### src/design/rif_pkg.sv
package rif_pkg;
	localparam logic [7:0] ADDR_CFG      = 8'h30;
	localparam logic [7:0] ADDR_SRC      = 8'h31;
	localparam logic [7:0] ADDR_THS_ZH   = 8'h36;
	localparam logic [7:0] ADDR_THS_ZL   = 8'h37;
	localparam logic [7:0] ADDR_DURATION = 8'h38;
	localparam logic [7:0] RST_CFG       = 8'h00;
	localparam logic [6:0] RST_THS_ZH    = 7'h00;
	localparam logic [7:0] RST_THS_ZL    = 8'h00;
	localparam logic [6:0] RST_DUR_COUNT = 7'h00;
	localparam logic       RST_WAIT      = 1'b0;
	localparam int         CFG_AND_OR    = 7;
	localparam int         CFG_LATCH     = 6;
	localparam int         CFG_ZH        = 5;
	localparam int         CFG_ZL        = 4;
	localparam int         DUR_WAIT_BIT  = 7;
	localparam int         SRC_ACTIVE_BIT = 6;
	localparam int         DUR_W         = 7;
	localparam int         SAMPLE_W      = 16;
	typedef enum logic { RIF_IDLE, RIF_ACTIVE } rif_state_t;
endpackage

### src/design/rif_filt_if.sv
`timescale 1ns/1ps
interface rif_filt_if;
	import rif_pkg::*;
	logic              sample_stb;
	logic              cond;
	logic [DUR_W-1:0]  dur;
	logic              wait_en;
	logic              irq;
	modport ctrl (output sample_stb, output cond, output dur, output wait_en, input irq);
	modport filt (input sample_stb, input cond, input dur, input wait_en, output irq);
endinterface

### src/design/rif_duration_filter.sv
`timescale 1ns/1ps
module rif_duration_filter (
	input  wire logic clk_sys,
	input  wire logic rst_n,
	input  wire logic ce,
	rif_filt_if.filt  fif
);
	import rif_pkg::*;

	typedef struct packed {
		rif_state_t       state;
		logic [DUR_W-1:0] cnt;
		logic             irq;
	} rif_filt_regs_t;

	rif_filt_regs_t s_q;
	rif_filt_regs_t s_d;
	logic [DUR_W:0] cnt_next;

	assign fif.irq = s_q.irq;

	always_comb begin
		s_d      = s_q;
		cnt_next = {1'b0, s_q.cnt} + {{DUR_W{1'b0}}, 1'b1};
		if (fif.sample_stb) begin
			case (s_q.state)
				RIF_IDLE: begin
					if (fif.cond) begin
						// count qualifying samples; zero or one fires on the first
						if (cnt_next >= {1'b0, fif.dur}) begin
							s_d.state = RIF_ACTIVE;
							s_d.irq   = 1'b1;
							s_d.cnt   = '0;
						end else begin
							s_d.cnt = cnt_next[DUR_W-1:0];
						end
					end else begin
						s_d.cnt = '0;
					end
				end
				RIF_ACTIVE: begin
					if (fif.cond) begin
						s_d.cnt = '0;
					end else if (!fif.wait_en) begin
						s_d.state = RIF_IDLE;
						s_d.irq   = 1'b0;
						s_d.cnt   = '0;
					end else if (cnt_next >= {1'b0, fif.dur}) begin
						s_d.state = RIF_IDLE;
						s_d.irq   = 1'b0;
						s_d.cnt   = '0;
					end else begin
						s_d.cnt = cnt_next[DUR_W-1:0];
					end
				end
				default: begin
					s_d = '{state: RIF_IDLE, cnt: '0, irq: 1'b0};
				end
			endcase
		end
	end

	always_ff @(posedge clk_sys) begin
		if (!rst_n) begin
			s_q <= '{state: RIF_IDLE, cnt: '0, irq: 1'b0};
		end else if (ce) begin
			s_q <= s_d;
		end
	end
endmodule

### src/design/rif_rate_int_filter.sv
`timescale 1ns/1ps
module rif_rate_int_filter #(
	parameter int SAMPLE_BITS = rif_pkg::SAMPLE_W
) (
	input  wire logic                   clk_sys,
	input  wire logic                   rst_n,
	input  wire logic                   ce,
	input  wire logic                   sample_stb,
	input  wire logic signed [SAMPLE_BITS-1:0] z_sample,
	input  wire logic [3:0]             xy_events,
	input  wire logic [7:0]             reg_addr,
	input  wire logic [7:0]             reg_wdata,
	input  wire logic                   reg_wr,
	input  wire logic                   reg_rd,
	output logic [7:0]                  reg_rdata,
	output logic                        reg_rvalid,
	output logic                        first_interrupt_line
);
	import rif_pkg::*;

	// the threshold is fifteen register bits plus a sign, so a narrower sample cannot compare
	if (SAMPLE_BITS < 16) begin
		$error("rif_rate_int_filter: SAMPLE_BITS must be at least 16");
	end
	// the release enable and the duration count share one register byte
	if (DUR_W != 7) begin
		$error("rif_rate_int_filter: DUR_W must be 7");
	end

	typedef struct packed {
		logic [7:0]       cfg;
		logic [6:0]       ths_zh;
		logic [7:0]       z_threshold_lower_bits;
		logic             wait_en;
		logic [DUR_W-1:0] event_duration_count;
		logic [5:0]       src_flags;
		logic             interrupt_active_flag;
		logic             line;
		logic [7:0]       rdata;
		logic             rvalid;
		logic             stb;
		logic             cond;
		logic [5:0]       ev;
	} rif_top_regs_t;

	rif_top_regs_t s_q;
	rif_top_regs_t s_d;
	rif_filt_if    fif ();

	logic signed [SAMPLE_BITS-1:0] z_ths;
	logic [5:0]                    ev_raw;
	logic [5:0]                    ev_en;
	logic [5:0]                    ev_hit;
	logic                          cond_now;
	logic                          src_read;

	function automatic logic [7:0] read_reg(input logic [7:0] a, input rif_top_regs_t s);
		case (a)
			ADDR_CFG:      read_reg = s.cfg;
			ADDR_SRC:      read_reg = {1'b0, s.interrupt_active_flag, s.src_flags};
			ADDR_THS_ZH:   read_reg = {1'b0, s.ths_zh};
			ADDR_THS_ZL:   read_reg = s.z_threshold_lower_bits;
			ADDR_DURATION: read_reg = {s.wait_en, s.event_duration_count};
			default:       read_reg = 8'h00;
		endcase
	endfunction

	function automatic rif_top_regs_t reset_regs();
		reset_regs                        = '0;
		reset_regs.cfg                    = RST_CFG;
		reset_regs.ths_zh                 = RST_THS_ZH;
		reset_regs.z_threshold_lower_bits = RST_THS_ZL;
		reset_regs.wait_en                = RST_WAIT;
		reset_regs.event_duration_count   = RST_DUR_COUNT;
	endfunction

	// AND with nothing enabled would fire forever, so it needs at least one enable
	function automatic logic combine_events(input logic [5:0] hit, input logic [5:0] en,
		input logic and_mode);
		if (and_mode) begin
			combine_events = (en != 6'h00) && (hit == en);
		end else begin
			combine_events = (hit != 6'h00);
		end
	endfunction

	assign z_ths  = SAMPLE_BITS'({1'b0, s_q.ths_zh, s_q.z_threshold_lower_bits});
	// z high, z low, then the x/y events precomputed by the sample path
	assign ev_raw = {z_sample > z_ths, z_sample < z_ths, xy_events};
	assign ev_en  = s_q.cfg[5:0];
	// each event only counts while its own enable bit is set
	for (genvar i = 0; i < 6; i++) begin
		assign ev_hit[i] = ev_raw[i] & ev_en[i];
	end
	assign cond_now = combine_events(ev_hit, ev_en, s_q.cfg[CFG_AND_OR]);
	assign src_read = reg_rd && (reg_addr == ADDR_SRC);

	assign fif.sample_stb = s_q.stb;
	assign fif.cond       = s_q.cond;
	assign fif.dur        = s_q.event_duration_count;
	assign fif.wait_en    = s_q.wait_en;

	rif_duration_filter u_filt (
		.clk_sys (clk_sys),
		.rst_n   (rst_n),
		.ce      (ce),
		.fif     (fif.filt)
	);

	always_comb begin
		s_d        = s_q;
		s_d.rvalid = reg_rd;
		s_d.stb    = sample_stb;
		if (sample_stb) begin
			s_d.cond = cond_now;
			// z_sample is only valid with its strobe, so the latched-mode source flags use this stored copy
			s_d.ev   = ev_hit;
		end
		if (reg_rd) begin
			s_d.rdata = read_reg(reg_addr, s_q);
		end
		if (reg_wr) begin
			case (reg_addr)
				ADDR_CFG:    s_d.cfg = reg_wdata;
				ADDR_THS_ZH: s_d.ths_zh = reg_wdata[6:0];
				ADDR_THS_ZL: s_d.z_threshold_lower_bits = reg_wdata;
				ADDR_DURATION: begin
					s_d.wait_en              = reg_wdata[DUR_WAIT_BIT];
					s_d.event_duration_count = reg_wdata[DUR_W-1:0];
				end
				default: begin
				end
			endcase
		end
		if (s_q.cfg[CFG_LATCH]) begin
			// read clears first; a still-active request sets again in the same cycle
			if (src_read) begin
				s_d.interrupt_active_flag = 1'b0;
				s_d.line                  = 1'b0;
				s_d.src_flags             = 6'h00;
			end
			if (fif.irq) begin
				s_d.interrupt_active_flag = 1'b1;
				s_d.line                  = 1'b1;
				if (!s_q.interrupt_active_flag || src_read) begin
					s_d.src_flags = s_q.ev;
				end
			end
		end else begin
			s_d.interrupt_active_flag = fif.irq;
			s_d.line                  = fif.irq;
			if (sample_stb) begin
				s_d.src_flags = ev_hit;
			end
		end
	end

	always_ff @(posedge clk_sys) begin
		if (!rst_n) begin
			s_q <= reset_regs();
		end else if (ce) begin
			s_q <= s_d;
		end
	end

	assign reg_rdata            = s_q.rdata;
	assign reg_rvalid           = s_q.rvalid;
	assign first_interrupt_line = s_q.line;
endmodule

### config.mk
export PLATFORM = sky130hd
export DESIGN_NAME = rif_rate_int_filter
export DESIGN_NICKNAME = d
export VERILOG_FILES = /design/src/design/rif_pkg.sv /design/src/design/rif_filt_if.sv /design/src/design/rif_duration_filter.sv /design/src/design/rif_rate_int_filter.sv
export SDC_FILE = /design/constraint.sdc
export NUM_CORES = 1
export LEC_CHECK = 0
export BUFFER_PORTS_ARGS = -buffer_cell sky130_fd_sc_hd__buf_4
export CAP_MARGIN = 20
export CORE_ASPECT_RATIO = 0.8
export CORE_MARGIN = 2
export CORE_UTILIZATION = 52
export DETAILED_ROUTE_END_ITERATION = 6
export MAX_ROUTING_LAYER = met4
export PLACE_DENSITY = 0.81
export SYNTH_ARGS = -nofsm -noshare
export SYNTH_HDL_FRONTEND = slang
export SYNTH_SLANG_ARGS = --single-unit
### constraint.sdc
create_clock -name clk_sys -period 3.2 [get_ports clk_sys]
set_input_delay 0.32 -clock clk_sys [delete_from_list [all_inputs] [get_ports clk_sys]]
set_output_delay 0.32 -clock clk_sys [all_outputs]
set_load 0.05 [all_outputs]
==> implementation parameters <==
Parameter                              Value

Timing
  WHS ... roughly 0.28 ns
  Final cycle utilization of the critical path ... around 79%
  Final worst clock skew ... between 0.007 and 0.008 ns
  Total negative slack ... 0 ns
  Min Clock Period, post-route ... 2.52 ns
  Number of hold violations in the final report ... 0
  Final setup violation count ... 0
  Slew headroom ... a little under three fifths
  Max-slew violation total from the final report ... 0
  Setup repair after global routing missed its margin ... no
  Transition time at the pin with the least slew margin ... roughly 0.65 ns
  Achievable clock frequency ... 0.397 GHz

Routing
  Total wire length after detailed routing ... around 9400 um
  Number of DRC violations after detailed routing ... 0
  Per-cell routed wire length ... 16.4 um
  Via total after detailed routing ... ~3400
  Drt initial violations ... approximately 240
  Routed vias/inst ... around 5.9
  Length of the first detailed-routing pass in iterations ... 4
  Antenna viol nets, final ... 0

Floorplan
  Die Width ... ~99 um
  Area of the placeable core ... between 0.006 and 0.007 mm2
  Floorplan die area ... about 0.008 mm2
  Site Rows ... 27
  Initial core utilization ... a little over half
  Chip height ... approximately 80 um
  I/O pins ... 52

Clock network
  Clock insertion delay at the later pin of the skew report ... between 0.3 and 0.4 ns
  Master cell of the clock root buffer ... clkbuf_8
  Number of buffers created by CTS ... 9
  Clock tree from TritonCTS ... yes
  CTS clock-pin slew for the worst setup and hold paths ... about 0.08 ns
  Deepest clock path buffer count ... 2
  Number of gates resized after cts ... 0
  H-tree Lvls ... 3
  Post-CTS setup-driven buffer insertion count ... 0
  Post-CTS Hold Buffers ... 0
  Number of clock sinks seen by CTS ... 64

Place
  Placed Cells ... 555
  Final estimated routing congestion in global placement ... about 0.88
  Input/output buffers ... 51
  Cell Area, Placed ... 0.00412 mm2
  Half-perimeter wire length after detailed placement ... a little under 7000 um

Critical path
  Slack of the worst reg-to-reg path ... slightly below 0.7 ns
  Cell depth of the worst flop-to-flop path ... 11
  Startpoint kind of the worst setup timing path ... flip-flop
  Required time worst endpoint ... 3.48 ns
  Delay of the slowest cell on the worst path ... between 0.4 and 0.5 ns
  Worst R2R Start ... u_filt.s_q[1]
  Crit path arrival time ... 2.80 ns
  Kind of end point of the critical path ... flip-flop
  Slowest stage cell, crit path ... dfxtp_1
  Worst setup path class ... flip-flop to flip-flop
  Sequence of cells on the critical path ... ha_1, nand3_1, nor2_1, xor2_1, ha_1, a21oi_1, o21a_1, nand3_1, a21oi_1, o21ai_0, nand2_1
  Worst-path fanout max ... 5
  Endpoint of the lowest-slack register-to-register path ... u_filt.s_q[4]

Synthesis
  Count of cell types in the netlist ... a little over 60
  Mapped cell area ... 0.00377 mm2
  Number of enable flip-flop cells after synthesis ... 0
  Avg Cell Area, Syn ... approximately 8.5 um2
  Warning count from the yosys run ... 0
  Async set-or-reset flop fraction in the synthesized netlist ... 0%
  Syn_nets ... 509
  Dominant register cell in the synthesized netlist ... dfxtp_1
  Cells after Synth ... between 400 and 500
  Sequential share of the synthesized area ... between 30% and 40%
  Yosys reg bits ... 64

Pwr
  Leakage dissipation ... approximately 0.0016 uW
  Max IR drop VDD ... around 0.00026 V
  PwrDens ... 391 mW/mm2

Min path
  Worst hold path type ... primary input to flip-flop
  Number of cells traversed by the worst hold path ... 3
  Worst Hold End ... s_q[42]
  Worst min-delay path startpoint ... reg_wdata[1]

Global route
  Overall routing resource usage ... approximately 25%
  Via count of the first global-routing pass ... 3253
  Initial antenna violation count ... 0
  Wire length of the first global-routing pass ... 15400 um
  Largest net degree at the start of global routing ... 72
  Residual overflow from global routing ... 0

Final layout
  Final layout net count ... 544
  # diodes ... 0
  Post-layout instance count excluding filler cells ... 571
  Growth of design area from synthesis to finish ... 14.6%
  Layout cell share with drive strength beyond 1 ... between 10% and 20%
  Final cell area excluding filler cells ... about 0.0043 mm2

Job
  Number of max-cap violations ... 0

Status
  Status ... finished clean
worst max-delay path: cells and delay by family (launching register included):
kind,cells,cell delay (ns)
adders and majority gates,2,0.52
xor gates and xnor gates,1,0.21
AOI/OAI and AO/OA,4,0.78
DFF,1,0.43
and+or+nand+nor,4,0.52
kinds of logic (layout without fill, tap and decap cells):
logic type,count (synthesis),in the layout,synth area share [%]
compound gates,111,111,20.0
xor+xnor,5,5,1.16
fa+ha+maj,23,23,7.64
buf+inv,52,92,6.11
flops,64,64,34.0
mux,30,30,7.97
simple gates,159,159,23.1
layout by cell type (no fill, tap or decap), types with 3 or more instances in the layout:
cell type,count
clkbuf_8,9
buf_4,51
nand4_1,5
a21oi_1,25
nor3_1,4
mux2i_1,30
a221oi_1,9
xnor2_1,3
a21boi_0,9
nand2b_1,4
clkinvlp_4,3
ha_1,23
nor2_1,14
inv_1,25
and2_1,12
nor2b_1,29
nand3_1,22
dfxtp_1,64
o21ai_0,36
a21o_1,3
a22o_1,3
o21a_1,4
nand2_1,49
final cells by class:
| type | count | area (um2) |
|---|---|---|
| fill | 625 | 2640 |
| clock buffer | 9 | 124 |
| tap | 87 | 109 |
| inverter | 25 | 93.8 |
| sequential | 64 | 1280 |
| clock inverter | 7 | 71.3 |
| timing repair buffer | 51 | 383 |
| multi-input combinational | 328 | 2250 |
per-layer routing:
metal  vias to the layer above  track usage (%)  share of wire [%]  wire length [um]
met5                         -                -                  0                 0
met4                         0             6.16                1.1               102
met3                        13             5.31                6.8               639
met2                       109             40.5                 47              4410
met1                      1611             32.8                 45              4220
li1                       1637                -                  -                 -
registers in the layout, indices dropped and copies added (netlist names):
signal and count:
u_filt.fif.irq 1, fif.sample_stb 1, ev_en 6, s_q 30, reg_rdata 8, fif.cond 1, u_filt.s_q 8, fif.dur 7
reg_rvalid 1, fif.wait_en 1
worst max-delay path by stage:
stage                         end          start  slack (ns)  cells after the start
global placement    u_filt.s_q[1]  u_filt.s_q[1]        0.89                     10
detailed placement  u_filt.s_q[7]  u_filt.s_q[1]        0.73                     10
floorplan           u_filt.s_q[1]  u_filt.s_q[3]         1.0                     10
CTS                 u_filt.s_q[1]  u_filt.s_q[1]        0.70                     10
global route        u_filt.s_q[1]  u_filt.s_q[1]        0.48                     10
finish              u_filt.s_q[4]  u_filt.s_q[1]        0.68                     11
through the flow:
step | worst slack [ns] | total power [uW] | util [%]
after floorplan | 0.997 | 942 | -
after global placement | 0.894 | 1010 | 59.2
after CTS | 0.699 | 1690 | 62.0
after global routing | 0.479 | 1750 | 62.0
after detailed placement | 0.725 | 1010 | 59.2
final | 0.681 | 1690 | 62.0
report_power, final:
group          switching (uW)  internal (uW)  total, uW
sequential               9.61            808        818
clock                     332            359        691
combinational             100           76.3        177
cell usage after synthesis (all sizes together), types with 16 or more instances:
library cell  number  share of area, %
nor2              16               1.7
ha                23               7.6
nor2b             29               4.8
a21oi             25               3.3
mux2i             30               8.0
nand2             49               4.9
dfxtp             64                34
clkbuf            17               1.7
o21ai             36               4.8
nand3             24               3.7
inv               25               2.5
Note: power is estimated with default switching activity, not from simulation.
